**src/stap_pkg.sv**
```systemverilog
// Package: register map, field layout and codes of the table access and port-1 PHY block
`default_nettype none
package stap_pkg;

  // ---------------------------------------------------------------
  // Bus and entry widths
  // ---------------------------------------------------------------
  localparam int ADDR_W    = 12;
  localparam int ENTRY_W   = 67;
  localparam int CMD_IDX_W = 10;
  localparam int TOP_W     = 3;

  // ---------------------------------------------------------------
  // Bank bases (byte) and register indexes within a bank
  // ---------------------------------------------------------------
  localparam logic [11:0] TBL_BANK_BASE   = 12'h000;
  localparam logic [11:0] PHY_BANK_BASE   = 12'h100;
  localparam logic [11:0] ALIAS_BANK_BASE = 12'h200;

  localparam logic [7:0] IDX_CMD       = 8'h00;
  localparam logic [7:0] IDX_TOP       = 8'h02;
  localparam logic [7:0] IDX_D47_32    = 8'h04;
  localparam logic [7:0] IDX_D63_48    = 8'h06;
  localparam logic [7:0] IDX_D15_0     = 8'h08;
  localparam logic [7:0] IDX_D31_16    = 8'h0a;
  localparam logic [7:0] IDX_PHY_CTRL  = 8'h00;
  localparam logic [7:0] IDX_ALIAS_CTL = 8'h02;

  // Byte address is bank base plus four times the index
  localparam logic [11:0] ADDR_CMD   = TBL_BANK_BASE + {2'b00, IDX_CMD, 2'b00};
  localparam logic [11:0] ADDR_TOP   = TBL_BANK_BASE + {2'b00, IDX_TOP, 2'b00};
  localparam logic [11:0] ADDR_D0    = TBL_BANK_BASE + {2'b00, IDX_D47_32, 2'b00};
  localparam logic [11:0] ADDR_D1    = TBL_BANK_BASE + {2'b00, IDX_D63_48, 2'b00};
  localparam logic [11:0] ADDR_D2    = TBL_BANK_BASE + {2'b00, IDX_D15_0, 2'b00};
  localparam logic [11:0] ADDR_D3    = TBL_BANK_BASE + {2'b00, IDX_D31_16, 2'b00};
  localparam logic [11:0] ADDR_PHY   = PHY_BANK_BASE + {2'b00, IDX_PHY_CTRL, 2'b00};
  localparam logic [11:0] ADDR_ALIAS = ALIAS_BANK_BASE + {2'b00, IDX_ALIAS_CTL, 2'b00};

  // ---------------------------------------------------------------
  // Command and data fields
  // ---------------------------------------------------------------
  localparam int CMD_DIR_BIT   = 12;
  localparam int CMD_SEL_LSB   = 10;
  localparam int DATA_BUSY_BIT = 7;
  localparam logic [15:0] CMD_RESET  = 16'h0000;
  localparam logic [15:0] DATA_RESET = 16'h0000;

  typedef enum logic [1:0] {
    TBL_STATIC  = 2'b00,
    TBL_VLAN    = 2'b01,
    TBL_DYNAMIC = 2'b10,
    TBL_MIB     = 2'b11
  } stap_table_type;

  // ---------------------------------------------------------------
  // Port-1 PHY control fields
  // ---------------------------------------------------------------
  localparam int PHY_LOOP     = 14;
  localparam int PHY_SPEED    = 13;
  localparam int PHY_AN_EN    = 12;
  localparam int PHY_PDOWN    = 11;
  localparam int PHY_AN_RST   = 9;
  localparam int PHY_DUPLEX   = 8;
  localparam int PHY_XALG     = 5;
  localparam int PHY_XFORCE   = 4;
  localparam int PHY_XOFF     = 3;
  localparam int PHY_FEF_OFF  = 2;
  localparam int PHY_TX_OFF   = 1;
  localparam int PHY_LED_OFF  = 0;
  localparam logic [15:0] PHY_WMASK = 16'h7b3f;
  localparam logic [15:0] PHY_RESET = 16'h1020;

  // Alias register bit for each shared control bit
  localparam int ALIAS_N = 11;
  localparam int PHY_MAP   [ALIAS_N] = '{14, 13, 12, 11, 9, 8, 4, 3, 2, 1, 0};
  localparam int ALIAS_MAP [ALIAS_N] = '{8, 6, 7, 11, 13, 5, 9, 10, 12, 14, 15};

  // ---------------------------------------------------------------
  // Decode codes and bus answers
  // ---------------------------------------------------------------
  typedef enum logic [3:0] {
    REG_CMD   = 4'h0,
    REG_TOP   = 4'h1,
    REG_D0    = 4'h2,
    REG_D1    = 4'h3,
    REG_D2    = 4'h4,
    REG_D3    = 4'h5,
    REG_PHY   = 4'h6,
    REG_ALIAS = 4'h7,
    REG_NONE  = 4'hf
  } stap_reg_type;

  localparam logic [1:0] RESP_OKAY   = 2'b00;
  localparam logic [1:0] RESP_SLVERR = 2'b10;

endpackage
`default_nettype wire

```
**src/stap_table_engine.sv**
```systemverilog
// Indirect table access engine: issues one table command and tracks its completion
`default_nettype none
module stap_table_engine #(
  parameter int ENTRY_W = stap_pkg::ENTRY_W,
  parameter int INDEX_W = stap_pkg::CMD_IDX_W
) (
  // Clock and reset
  input  wire logic                         clk_sys,
  input  wire logic                         srst,
  // Command from the register file
  input  wire logic                         launch,
  input  wire logic                         cmd_read,
  input  wire stap_pkg::stap_table_type     cmd_sel,
  input  wire logic [INDEX_W-1:0]           cmd_index,
  input  wire logic [ENTRY_W-1:0]           cmd_wdata,
  // Table side
  output logic                              tbl_req_q,
  output logic                              tbl_write_q,
  output stap_pkg::stap_table_type          tbl_sel_q,
  output logic [INDEX_W-1:0]                tbl_index_q,
  output logic [ENTRY_W-1:0]                tbl_wdata_q,
  input  wire logic                         tbl_ack,
  // Status
  output logic                              busy_q,
  output logic                              rd_done
);
  import stap_pkg::*;

  typedef enum logic {
    ENG_IDLE = 1'b0,
    ENG_WAIT = 1'b1
  } stap_eng_type;

  stap_eng_type state_q;
  logic         start;

  // Commands arriving while one is pending are dropped
  assign start   = (state_q == ENG_IDLE) && launch;
  assign rd_done = (state_q == ENG_WAIT) && tbl_ack && !tbl_write_q;

  // ---------------------------------------------------------------
  // Sequencer
  // ---------------------------------------------------------------
  always_ff @(posedge clk_sys) begin
    if (srst) begin
      state_q <= ENG_IDLE;
    end else begin
      unique case (state_q)
        ENG_IDLE: if (launch) state_q <= ENG_WAIT;
        ENG_WAIT: if (tbl_ack) state_q <= ENG_IDLE;
      endcase
    end
  end

  // ---------------------------------------------------------------
  // Table request
  // ---------------------------------------------------------------
  always_ff @(posedge clk_sys) begin
    if (srst) begin
      tbl_req_q   <= 1'b0;
      tbl_write_q <= 1'b0;
      tbl_sel_q   <= TBL_STATIC;
      tbl_index_q <= '0;
      tbl_wdata_q <= '0;
    end else if (start) begin
      tbl_req_q   <= 1'b1;
      tbl_write_q <= !cmd_read;
      tbl_sel_q   <= cmd_sel;
      tbl_index_q <= cmd_index;
      tbl_wdata_q <= cmd_wdata;
    end else if (tbl_ack) begin
      tbl_req_q <= 1'b0;
    end
  end

  // ---------------------------------------------------------------
  // Pending flag for dynamic and counter reads
  // ---------------------------------------------------------------
  always_ff @(posedge clk_sys) begin
    if (srst) begin
      busy_q <= 1'b0;
    end else if (start) begin
      busy_q <= cmd_read && (cmd_sel == TBL_DYNAMIC || cmd_sel == TBL_MIB);
    end else if (rd_done) begin
      busy_q <= 1'b0;
    end
  end

endmodule
`default_nettype wire

```
**src/stap_top.sv**
```systemverilog
// Register slice: indirect table access and port-1 PHY control behind an AXI4-Lite slave
//
// Decided for this implementation: register access over AXI4-Lite.
`default_nettype none
module stap_top (
  // Clock and reset
  input  wire logic                          clk_sys,
  input  wire logic                          srst,

  // AXI4-Lite write address
  input  wire logic [stap_pkg::ADDR_W-1:0]   s_axi_awaddr,
  input  wire logic [2:0]                    s_axi_awprot,
  input  wire logic                          s_axi_awvalid,
  output logic                               s_axi_awready,

  // AXI4-Lite write data
  input  wire logic [31:0]                   s_axi_wdata,
  input  wire logic [3:0]                    s_axi_wstrb,
  input  wire logic                          s_axi_wvalid,
  output logic                               s_axi_wready,

  // AXI4-Lite write response
  output logic [1:0]                         s_axi_bresp,
  output logic                               s_axi_bvalid,
  input  wire logic                          s_axi_bready,

  // AXI4-Lite read address
  input  wire logic [stap_pkg::ADDR_W-1:0]   s_axi_araddr,
  input  wire logic [2:0]                    s_axi_arprot,
  input  wire logic                          s_axi_arvalid,
  output logic                               s_axi_arready,

  // AXI4-Lite read data
  output logic [31:0]                        s_axi_rdata,
  output logic [1:0]                         s_axi_rresp,
  output logic                               s_axi_rvalid,
  input  wire logic                          s_axi_rready,

  // Table access port
  output logic                               tbl_req,
  output logic                               tbl_write,
  output stap_pkg::stap_table_type           tbl_sel,
  output logic [stap_pkg::CMD_IDX_W-1:0]     tbl_index,
  output logic [stap_pkg::ENTRY_W-1:0]       tbl_wdata,
  input  wire logic                          tbl_ack,
  input  wire logic [stap_pkg::ENTRY_W-1:0]  tbl_rdata,

  // Port-1 PHY controls
  output logic                               p1_far_loopback,
  output logic                               p1_force_100,
  output logic                               p1_power_down,
  output logic                               p1_force_full,
  output logic                               p1_crossover_algorithm_select,
  output logic                               p1_force_crossed,
  output logic                               p1_auto_crossover_off,
  output logic                               p1_far_end_fault_off,
  output logic                               p1_transmit_off,
  output logic                               p1_led_off
);
  import stap_pkg::*;

  // ---------------------------------------------------------------
  // Helpers
  // ---------------------------------------------------------------
  function automatic stap_reg_type decode(input logic [ADDR_W-1:0] a);
    stap_reg_type r;
    r = REG_NONE;

    case (a[ADDR_W-1:2])
      ADDR_CMD[ADDR_W-1:2]:   r = REG_CMD;
      ADDR_TOP[ADDR_W-1:2]:   r = REG_TOP;
      ADDR_D0[ADDR_W-1:2]:    r = REG_D0;
      ADDR_D1[ADDR_W-1:2]:    r = REG_D1;
      ADDR_D2[ADDR_W-1:2]:    r = REG_D2;
      ADDR_D3[ADDR_W-1:2]:    r = REG_D3;
      ADDR_PHY[ADDR_W-1:2]:   r = REG_PHY;
      ADDR_ALIAS[ADDR_W-1:2]: r = REG_ALIAS;
      default:                r = REG_NONE;
    endcase
    return r;
  endfunction

  function automatic logic [15:0] merge16(
    input logic [15:0] old,
    input logic [31:0] data,
    input logic [3:0]  strb
  );
    logic [15:0] m;
    m = old;

    if (strb[0]) m[7:0] = data[7:0];
    if (strb[1]) m[15:8] = data[15:8];
    return m;
  endfunction

  function automatic logic [15:0] phy_to_alias(input logic [15:0] p);
    logic [15:0] a;
    a = 16'h0000;

    for (int i = 0; i < ALIAS_N; i++) begin
      a[ALIAS_MAP[i]] = p[PHY_MAP[i]];
    end
    return a;
  endfunction

  function automatic logic [15:0] alias_to_phy(
    input logic [15:0] p,
    input logic [15:0] a
  );
    logic [15:0] n;
    n = p;

    for (int i = 0; i < ALIAS_N; i++) begin
      n[PHY_MAP[i]] = a[ALIAS_MAP[i]];
    end
    return n;
  endfunction

  // ---------------------------------------------------------------
  // State
  // ---------------------------------------------------------------
  logic [ADDR_W-1:0] awaddr_q;
  logic [31:0]       wdata_q;
  logic [3:0]        wstrb_q;

  logic [15:0]       cmd_q;
  logic [TOP_W-1:0]  top_q;
  logic [15:0]       data_q [4];
  logic [15:0]       phy_q;

  logic              busy_q;
  logic              rd_done;

  logic              wr_commit;
  logic              launch;
  stap_reg_type      wr_reg;
  logic [15:0]       cmd_d;
  logic [ENTRY_W-1:0] entry_w;

  // ---------------------------------------------------------------
  // Write channel
  // ---------------------------------------------------------------
  // Address and data are taken in either order, then committed together
  assign wr_commit = !s_axi_awready && !s_axi_wready && !s_axi_bvalid;

  assign wr_reg    = decode(awaddr_q);

  always_ff @(posedge clk_sys) begin
    if (srst) begin
      s_axi_awready <= 1'b1;
      awaddr_q      <= '0;
    end else if (s_axi_awready && s_axi_awvalid) begin
      s_axi_awready <= 1'b0;
      awaddr_q      <= s_axi_awaddr;
    end else if (wr_commit) begin
      s_axi_awready <= 1'b1;
    end
  end

  always_ff @(posedge clk_sys) begin
    if (srst) begin
      s_axi_wready <= 1'b1;
      wdata_q      <= 32'h0000_0000;
      wstrb_q      <= 4'h0;
    end else if (s_axi_wready && s_axi_wvalid) begin
      s_axi_wready <= 1'b0;
      wdata_q      <= s_axi_wdata;
      wstrb_q      <= s_axi_wstrb;
    end else if (wr_commit) begin
      s_axi_wready <= 1'b1;
    end
  end

  always_ff @(posedge clk_sys) begin
    if (srst) begin
      s_axi_bvalid <= 1'b0;
      s_axi_bresp  <= RESP_OKAY;
    end else if (wr_commit) begin
      s_axi_bvalid <= 1'b1;
      s_axi_bresp  <= (wr_reg == REG_NONE) ? RESP_SLVERR : RESP_OKAY;
    end else if (s_axi_bready) begin
      s_axi_bvalid <= 1'b0;
    end
  end

  // ---------------------------------------------------------------
  // Read channel
  // ---------------------------------------------------------------
  function automatic logic [15:0] rd_value(input stap_reg_type r);
    logic [15:0] v;
    v = 16'h0000;

    case (r)
      REG_CMD:   v = cmd_q;
      REG_TOP:   v = {8'h00, busy_q, 4'h0, top_q};
      REG_D0:    v = data_q[0];
      REG_D1:    v = data_q[1];
      REG_D2:    v = data_q[2];
      REG_D3:    v = data_q[3];
      REG_PHY:   v = phy_q & PHY_WMASK;
      REG_ALIAS: v = phy_to_alias(phy_q);
      default:   v = 16'h0000;
    endcase
    return v;
  endfunction

  always_ff @(posedge clk_sys) begin
    if (srst) begin
      s_axi_arready <= 1'b1;
      s_axi_rvalid  <= 1'b0;
      s_axi_rdata   <= 32'h0000_0000;
      s_axi_rresp   <= RESP_OKAY;
    end else if (s_axi_arready && s_axi_arvalid) begin
      s_axi_arready <= 1'b0;
      s_axi_rvalid  <= 1'b1;
      s_axi_rdata   <= {16'h0000, rd_value(decode(s_axi_araddr))};
      s_axi_rresp   <= (decode(s_axi_araddr) == REG_NONE) ? RESP_SLVERR : RESP_OKAY;
    end else if (s_axi_rvalid && s_axi_rready) begin
      s_axi_arready <= 1'b1;
      s_axi_rvalid  <= 1'b0;
    end
  end

  // ---------------------------------------------------------------
  // Table access command
  // ---------------------------------------------------------------
  assign cmd_d  = merge16(cmd_q, wdata_q, wstrb_q);

  assign launch = wr_commit && (wr_reg == REG_CMD) && (wstrb_q[1:0] != 2'b00);

  always_ff @(posedge clk_sys) begin
    if (srst) begin
      cmd_q <= CMD_RESET;
    end else if (wr_commit && wr_reg == REG_CMD) begin
      cmd_q <= cmd_d;
    end
  end

  // ---------------------------------------------------------------
  // Entry data registers
  // ---------------------------------------------------------------
  // Register order: 47-32, 63-48, 15-0, 31-16
  assign entry_w = {top_q, data_q[1], data_q[0], data_q[3], data_q[2]};

  // A completing read wins over a host write in the same cycle
  always_ff @(posedge clk_sys) begin
    if (srst) begin
      for (int i = 0; i < 4; i++) begin
        data_q[i] <= DATA_RESET;
      end
    end else if (rd_done) begin
      data_q[0] <= tbl_rdata[47:32];
      data_q[1] <= tbl_rdata[63:48];
      data_q[2] <= tbl_rdata[15:0];
      data_q[3] <= tbl_rdata[31:16];
    end else if (wr_commit) begin
      for (int i = 0; i < 4; i++) begin
        if (wr_reg == stap_reg_type'(4'(REG_D0) + 4'(i))) begin
          data_q[i] <= merge16(data_q[i], wdata_q, wstrb_q);
        end
      end
    end
  end

  // Top entry bits change only from a completed read
  always_ff @(posedge clk_sys) begin
    if (srst) begin
      top_q <= '0;
    end else if (rd_done) begin
      top_q <= tbl_rdata[ENTRY_W-1:64];
    end
  end

  stap_table_engine #(
    .ENTRY_W (ENTRY_W),
    .INDEX_W (CMD_IDX_W)
  ) u_engine (
    .clk_sys     (clk_sys),
    .srst        (srst),
    .launch      (launch),
    .cmd_read    (cmd_d[CMD_DIR_BIT]),
    .cmd_sel     (stap_table_type'(cmd_d[CMD_SEL_LSB+:2])),
    .cmd_index   (cmd_d[CMD_IDX_W-1:0]),
    .cmd_wdata   (entry_w),
    .tbl_req_q   (tbl_req),
    .tbl_write_q (tbl_write),
    .tbl_sel_q   (tbl_sel),
    .tbl_index_q (tbl_index),
    .tbl_wdata_q (tbl_wdata),
    .tbl_ack     (tbl_ack),
    .busy_q      (busy_q),
    .rd_done     (rd_done)
  );

  // ---------------------------------------------------------------
  // Port-1 PHY control
  // ---------------------------------------------------------------
  // Both locations write the same flops; each sees the other except bit 5 (PHY_XALG), which only the PHY location holds
  always_ff @(posedge clk_sys) begin
    if (srst) begin
      phy_q <= PHY_RESET;
    end else if (wr_commit && wr_reg == REG_PHY) begin
      phy_q <= merge16(phy_q, wdata_q, wstrb_q) & PHY_WMASK;
    end else if (wr_commit && wr_reg == REG_ALIAS) begin
      phy_q <= alias_to_phy(phy_q, merge16(phy_to_alias(phy_q), wdata_q, wstrb_q));
    end
  end

  // Negotiation bits are written and read back only, with no output; port 1 never negotiates
  assign p1_far_loopback               = phy_q[PHY_LOOP];
  assign p1_force_100                  = phy_q[PHY_SPEED];
  assign p1_power_down                 = phy_q[PHY_PDOWN];
  assign p1_force_full                 = phy_q[PHY_DUPLEX];

  assign p1_crossover_algorithm_select = phy_q[PHY_XALG];
  assign p1_force_crossed              = phy_q[PHY_XFORCE];
  assign p1_auto_crossover_off         = phy_q[PHY_XOFF];

  assign p1_far_end_fault_off          = phy_q[PHY_FEF_OFF];
  assign p1_transmit_off               = phy_q[PHY_TX_OFF];
  assign p1_led_off                    = phy_q[PHY_LED_OFF];

endmodule
`default_nettype wire

```
**config.mk**
```make
export PLATFORM = sky130hd
export DESIGN_NAME = stap_top
export DESIGN_NICKNAME = d
export VERILOG_FILES = /design/src/stap_pkg.sv /design/src/stap_table_engine.sv /design/src/stap_top.sv
export SDC_FILE = /design/constraint.sdc
export NUM_CORES = 1
export LEC_CHECK = 0
export CAP_MARGIN = 25
export CORE_ASPECT_RATIO = 1.1
export CORE_UTILIZATION = 37
export DETAILED_ROUTE_END_ITERATION = 16
export DONT_BUFFER_PORTS = 1
export PLACE_DENSITY = 0.5
export SLEW_MARGIN = 20
export SYNTH_ARGS = -nofsm -noshare
export SYNTH_HDL_FRONTEND = slang
export SYNTH_SLANG_ARGS = --single-unit
```
**constraint.sdc**
```tcl
create_clock -name clk_sys -period 5.85 [get_ports clk_sys]
set_input_delay 0.585 -clock clk_sys [delete_from_list [all_inputs] [get_ports clk_sys]]
set_output_delay 0.585 -clock clk_sys [all_outputs]
set_load 0.01 [all_outputs]
```
==> flow_summary.yaml, run 1 <==
outcome:
  outcome: "complete, no violations"
hold_path:
  hold_class: "input pin to flop"
global_route:
  grt_pass1_wl_mm: 53.2
  track_usage_pct: 25.4
  grt_pass1_vias: 7902
  antenna_found_initial: 1
  grt_max_degree: 155
  grt_overflow: 0
timing:
  slew_violations: 0
  tightest_slew_ps: 814
  rsz0062_at_grt: "false"
  tns_ps: 0
  worst_slack_ps: 2840
  slew_headroom_pct: 44.4
  finalHoldViolCount: 0
  setup_viol: 0
  fmax_mhz: 332
  period_needed_ps: 3010
  whs_ps: 120
  min_period_over_period_pct: 51.5
  fin_skew_ps: 11.3
placement:
  placed_area_um2: 10400
  place.gp.congestion: 0.953
  dp_slack_ps: 2730
  hpwl_mm: 26.5
  port_buffers: 0
finish:
  fin_area_um2: 11200
  area_growth_pct: 9.69
  final_common_cell: "nand2_1"
  drive_gt1_share_pct: 8.09
  num-nets-final: 1222
  layout_common_cells: "259 x nand2_1, 165 x dfxtp_1, 142 x a21oi_1"
logic_synthesis:
  syn_area_um2: 10300
  ys_types: 62
  synth_warnings: 0
  synthArstFlopShare_pct: 0
  yosysTopAreaCellShare_pct: 32.2
  ys_ff_latch: 229
  ys_seq_area_share_pct: 51.0
  synthFlopType: "dfxtp_1"
  syn_avg_cell_area_um2: 9.05
  netlist_instances: 1133
  synthTopCellsByArea: "dfxtp_1 32%, edfxtp_1 19%, nand2_1 9.5%"
  synth_edf_count: 64
  yosysTopAreaCell: "dfxtp_1"
clock_tree:
  insertion_delay_ps: 540
  cts.sinks: 229
  ctsHoldBuffers: 0
  cts_tree: "yes"
  cts.clk_slew.worst_paths_ps: 60
  cts_root_buf: "clkbuf_16"
  cts-buffers-inserted: 26
  h-tree-depth: 1
  cts_resized: 0
  cts_max_path_buffers: 3
  post_cts_buffers: 0
floorplan:
  core-area_um2: 27100
  initial_utilization_pct: 37.8
  pin_count: 273
  die_h_um: 177
  die_x_um: 161
  dieArea_um2: 28400
  rows: 63
pwr:
  peakVddDrop_uv: 236
  pwr_density_cell_nw_per_um2: 309
  leakage_uw: 0.00387
route:
  vias: 8404
  routed_wl_mm: 37.0
  viasPerCell: 5.76
  detail-route-antenna-nets: 0
  drt_iter0_markers: 761
  routedWlPerCell_um: 25.4
  route.detailed.drc: 0
  first_pass_iters: 6
worst_setup_path:
  critPathLaunchType: "flop"
  crit_fanout: 9
  crit_type: "flop to flop"
  cp-end-kind: "flop"
  critical_path_required_ps: 6040
  cp.arrival_ps: 3200
run:
  drv_cap: 0
## power by group
group | leakage, uW | switching (uW) | total [uW] | internal, uW
Combinational | 0.00146 | 105 | 153 | 48.1
Clock | 0.000418 | 666 | 1600 | 932
Sequential | 0.00200 | 61.2 | 1720 | 1660
Total | 0.00387 | 831 | 3470 | 2640
## flip-flops by register name, summed over array words and instances, names as in the netlist, 2 cells and up
signal,flops
data_q,64
s_axi_rdata,16
cmd_q,16
top_q,3
awaddr_q,10
u_engine.tbl_wdata_q,67
phy_q,12
wdata_q,16
wstrb_q,2
u_engine.tbl_sel_q,2
u_engine.tbl_index_q,10
## cell families after synthesis
group | share of synthesized area [%]
AOI/OAI and AO/OA | 19.9
other | 0.0366
and+or+nand+nor | 18.3
DFF | 51.0
adders and majority gates | 0.293
muxes | 4.88
buffers and inverters | 5.69
## cells in the mapped netlist (4+ instances only)
cell type and instances:
dfxtp_1 165, or3_1 9, buf_4 18, a221oi_1 9
edfxtp_1 64, buf_1 14, nor2_1 56, and3_1 6
o21ai_0 14, nand4_1 6, a32o_1 4, a311oi_1 12
nor4_1 12, a21boi_0 4, mux2i_1 41, nand3_1 13
clkbuf_1 66, nor3_1 14, buf_2 13, and4_1 5
o221a_2 7, a22o_1 51, a22oi_1 13, inv_1 14
a21oi_1 142, a211oi_1 18, nand2_1 259, nand2b_1 10
mux2_2 8, and2_1 8, a31oi_1 9
## worst max-delay path, cell delays in order, from the launching register on
cell     delay, ps
dfxtp_1        360
nor3_1         560
nand4_1        460
nor4b_4        800
nand2_1        120
nand2_1        350
## per-stage QoR
| step | utilization (%) | total power (uW) | cells |
|---|---|---|---|
| 2_1_floorplan | - | 1870 | 1150 |
| 3_3_place_gp | 38.2 | 1910 | 1407 |
| 3_5_place_dp | 38.3 | 1910 | 1410 |
| 4_1_cts | 41.4 | 3500 | 1457 |
| 5_1_grt | 41.5 | 3580 | 1457 |
| 6_report | 41.5 | 3470 | 1459 |
## path summary, 6_finish.rpt
| check | startpoint | slack [ps] | cells after the start | to |
|---|---|---|---|---|
| worst max register to register | s_axi_wready$_SDFFE_PP1P_ | 2840 | 5 | data_q[3][14]$_DFFE_PP_ |
| worst min register to register | awaddr_q[2]$_SDFFE_PP0P_ | 460 | 2 | awaddr_q[2]$_SDFFE_PP0P_ |
| worst max-delay path | s_axi_wready$_SDFFE_PP1P_ | 2840 | 5 | data_q[3][14]$_DFFE_PP_ |
| worst min-delay path | srst | 120 | 1 | u_engine.tbl_wdata_q[11]$_SDFFE_PP0P_ |
## final cells by class
class,instances,area [um2]
fill,2750,15900
clock buffer,40,795
antenna,2,5.00
clock inverter,7,43.8
timing repair buffer,16,125
multi-input combinational,792,4550
sequential,229,5230
tap,357,447
inverter,16,60.1
## routing by layer
metal	vias up	track usage, %	wire [um]
li1	3927	-	-
met1	4043	33.1	15200
met2	382	40.5	17000
met3	52	7.21	3750
met4	0	8.25	1130
met5	-	0	0
No activity file was read; power rests on OpenSTA's default activity.
==> inputs of run 2 (changes only) <==
Clock period 5.85 ns to 2.9 ns, I/O delays scaled along.
==> run 2 against run 1 <==
Effect of this change: sequential share of layout area is 4.1 points lower; cell area is 9.6% higher; combinational power grew to 3.0 times the previous value; critical path depth stayed put; largest power group unchanged.
==> flow_summary.yaml, run 2 (same netlist as run 1, synthesis figures left out) <==
placement:
  dp_cells: 1426
  hpwl_mm: 26.5
  dp_slack_ps: 160
  place.gp.congestion: 0.914
  port_buffers: 0
worst_setup_path:
  startpoint: "awaddr_q[9]$_SDFFE_PP0P_"
  crit_chain: "or4_4, or3_1, a2111oi_4, nand2_1, nand2_1"
  reg2reg_from: "awaddr_q[9]$_SDFFE_PP0P_"
  crit_top_cell: "nand2_1"
  critPathLaunchType: "flop"
  cp_slowest_stage_delay_ps: 560
  cp-end-kind: "flop"
  critical_path_required_ps: 3090
  crit_path_top_delay_cell: "or4_4"
  cp.arrival_ps: 2830
  crit_fanout: 8
  crit_type: "flop to flop"
global_route:
  grt_overflow: 0
  grt_pass1_wl_mm: 54.5
  antenna_found_initial: 3
  grt_pass1_vias: 8424
  track_usage_pct: 25.8
  grt_max_degree: 151
floorplan:
  initial_utilization_pct: 37.8
  pin_count: 273
  dieArea_um2: 28400
  die_x_um: 161
  core-area_um2: 27100
  rows: 63
  die_h_um: 177
pwr:
  leakage_uw: 0.00435
  power.total_uw: 7120
  peakVddDrop_uv: 475
  pwr_density_cell_nw_per_um2: 578
clock_tree:
  insertion_delay_ps: 540
  cts_max_path_buffers: 3
  cts_tree: "yes"
  cts.sinks: 229
  cts_root_buf: "clkbuf_16"
  cts-buffers-inserted: 25
  cts.clk_slew.worst_paths_ps: 60
  h-tree-depth: 1
  post_cts_buffers: 0
timing:
  fin_skew_ps: 15.0
  tns_ps: 0
  worst_slack_ps: 255
  setup_viol: 0
  tightest_slew_ps: 871
  slew_violations: 0
  fmax_mhz: 378
  min_period_over_period_pct: 91.2
  rsz0062_at_grt: "false"
  finalHoldViolCount: 0
  slew_headroom_pct: 41.9
  period_needed_ps: 2640
finish:
  reg_top3: "u_engine.tbl_wdata_q: 67 flops, data_q: 64 flops"
  final_common_cell: "nand2_1"
  fill_cells: 2690
  drive_gt1_share_pct: 8.44
  layoutNonFillerInstCount: 1569
  multi_input_area_um2: 4540
  register_area_um2: 5230
  area_growth_pct: 20.2
  largest-register: "u_engine.tbl_wdata_q"
  largest_reg_flops: 67
  layout_common_cells: "259 x nand2_1, 165 x dfxtp_1, 142 x a21oi_1"
  num-nets-final: 1333
route:
  routed_wl_mm: 37.6
  drt_iter0_markers: 770
  first_pass_iters: 5
  viasPerCell: 5.67
  route.detailed.drc: 0
  detail-route-antenna-nets: 0
  vias: 8903
  routedWlPerCell_um: 24.0
outcome:
  outcome: "complete, no violations"
hold_path:
  hold_path.startpoint: "tbl_rdata[54]"
  hold_class: "input pin to flop"
run:
  drv_cap: 0
## run 2: repair_timing
item / in CTS / in global routing
endpoints found under the setup margin: 0 / 10
gates resized for setup: 0 / 1
hold buffers: 96 / 0
hold endpoints to repair: 211 / 0
## run 2: worst max-delay path: cells and delay by family (launching register included)
kind | cells | cell delay, ps
and+or+nand+nor | 4 | 1420
AOI/OAI and AO/OA | 1 | 490
DFF | 1 | 390
## run 2: power breakdown
part	internal (uW)	leakage, uW	switching [uW]
registers	3350	0.00200	129
clock network	1840	0.000400	1330
logic	194	0.00195	271
total	5390	0.00435	1730
## run 2: cell type report
type | instances | area share (%)
clock buffers | 40 | 6.37
well taps | 357 | 3.62
repair buffers | 128 | 9.99
diodes | 3 | 0.0609
multi-input cells | 792 | 36.9
flip-flops and latches | 229 | 42.4
clock inverters | 4 | 0.193
inverters | 16 | 0.487
## run 2: path summary, 6_finish.rpt
path / endpoint / slack (ps) / depth (start not counted)
max: data_q[0][6]$_DFFE_PP_ / 260 / 5
min: data_q[1][6]$_SDFFCE_PP0P_ / 20 / 2
max reg2reg: data_q[0][6]$_DFFE_PP_ / 260 / 5
min reg2reg: awaddr_q[10]$_SDFFE_PP0P_ / 470 / 2
## run 2: metrics by stage
stage | area (um2) | utilization, % | hold slack [ps]
floorplan | 10300 | - | 390
global placement | 10500 | 38.8 | 370
detailed placement | 10500 | 38.8 | 369
CTS | 12300 | 45.4 | 1.31
global route | 12300 | 45.4 | 17.3
finish | 12300 | 45.4 | 18.1
## run 2: per-layer routing
layer | track usage, % | vias up | routed length, um
li1 | - | 4162 | -
met1 | 34.7 | 4306 | 16000
met2 | 40.0 | 368 | 17100
met3 | 6.46 | 67 | 3260
met4 | 9.12 | 0 | 1230
met5 | 0 | - | 0
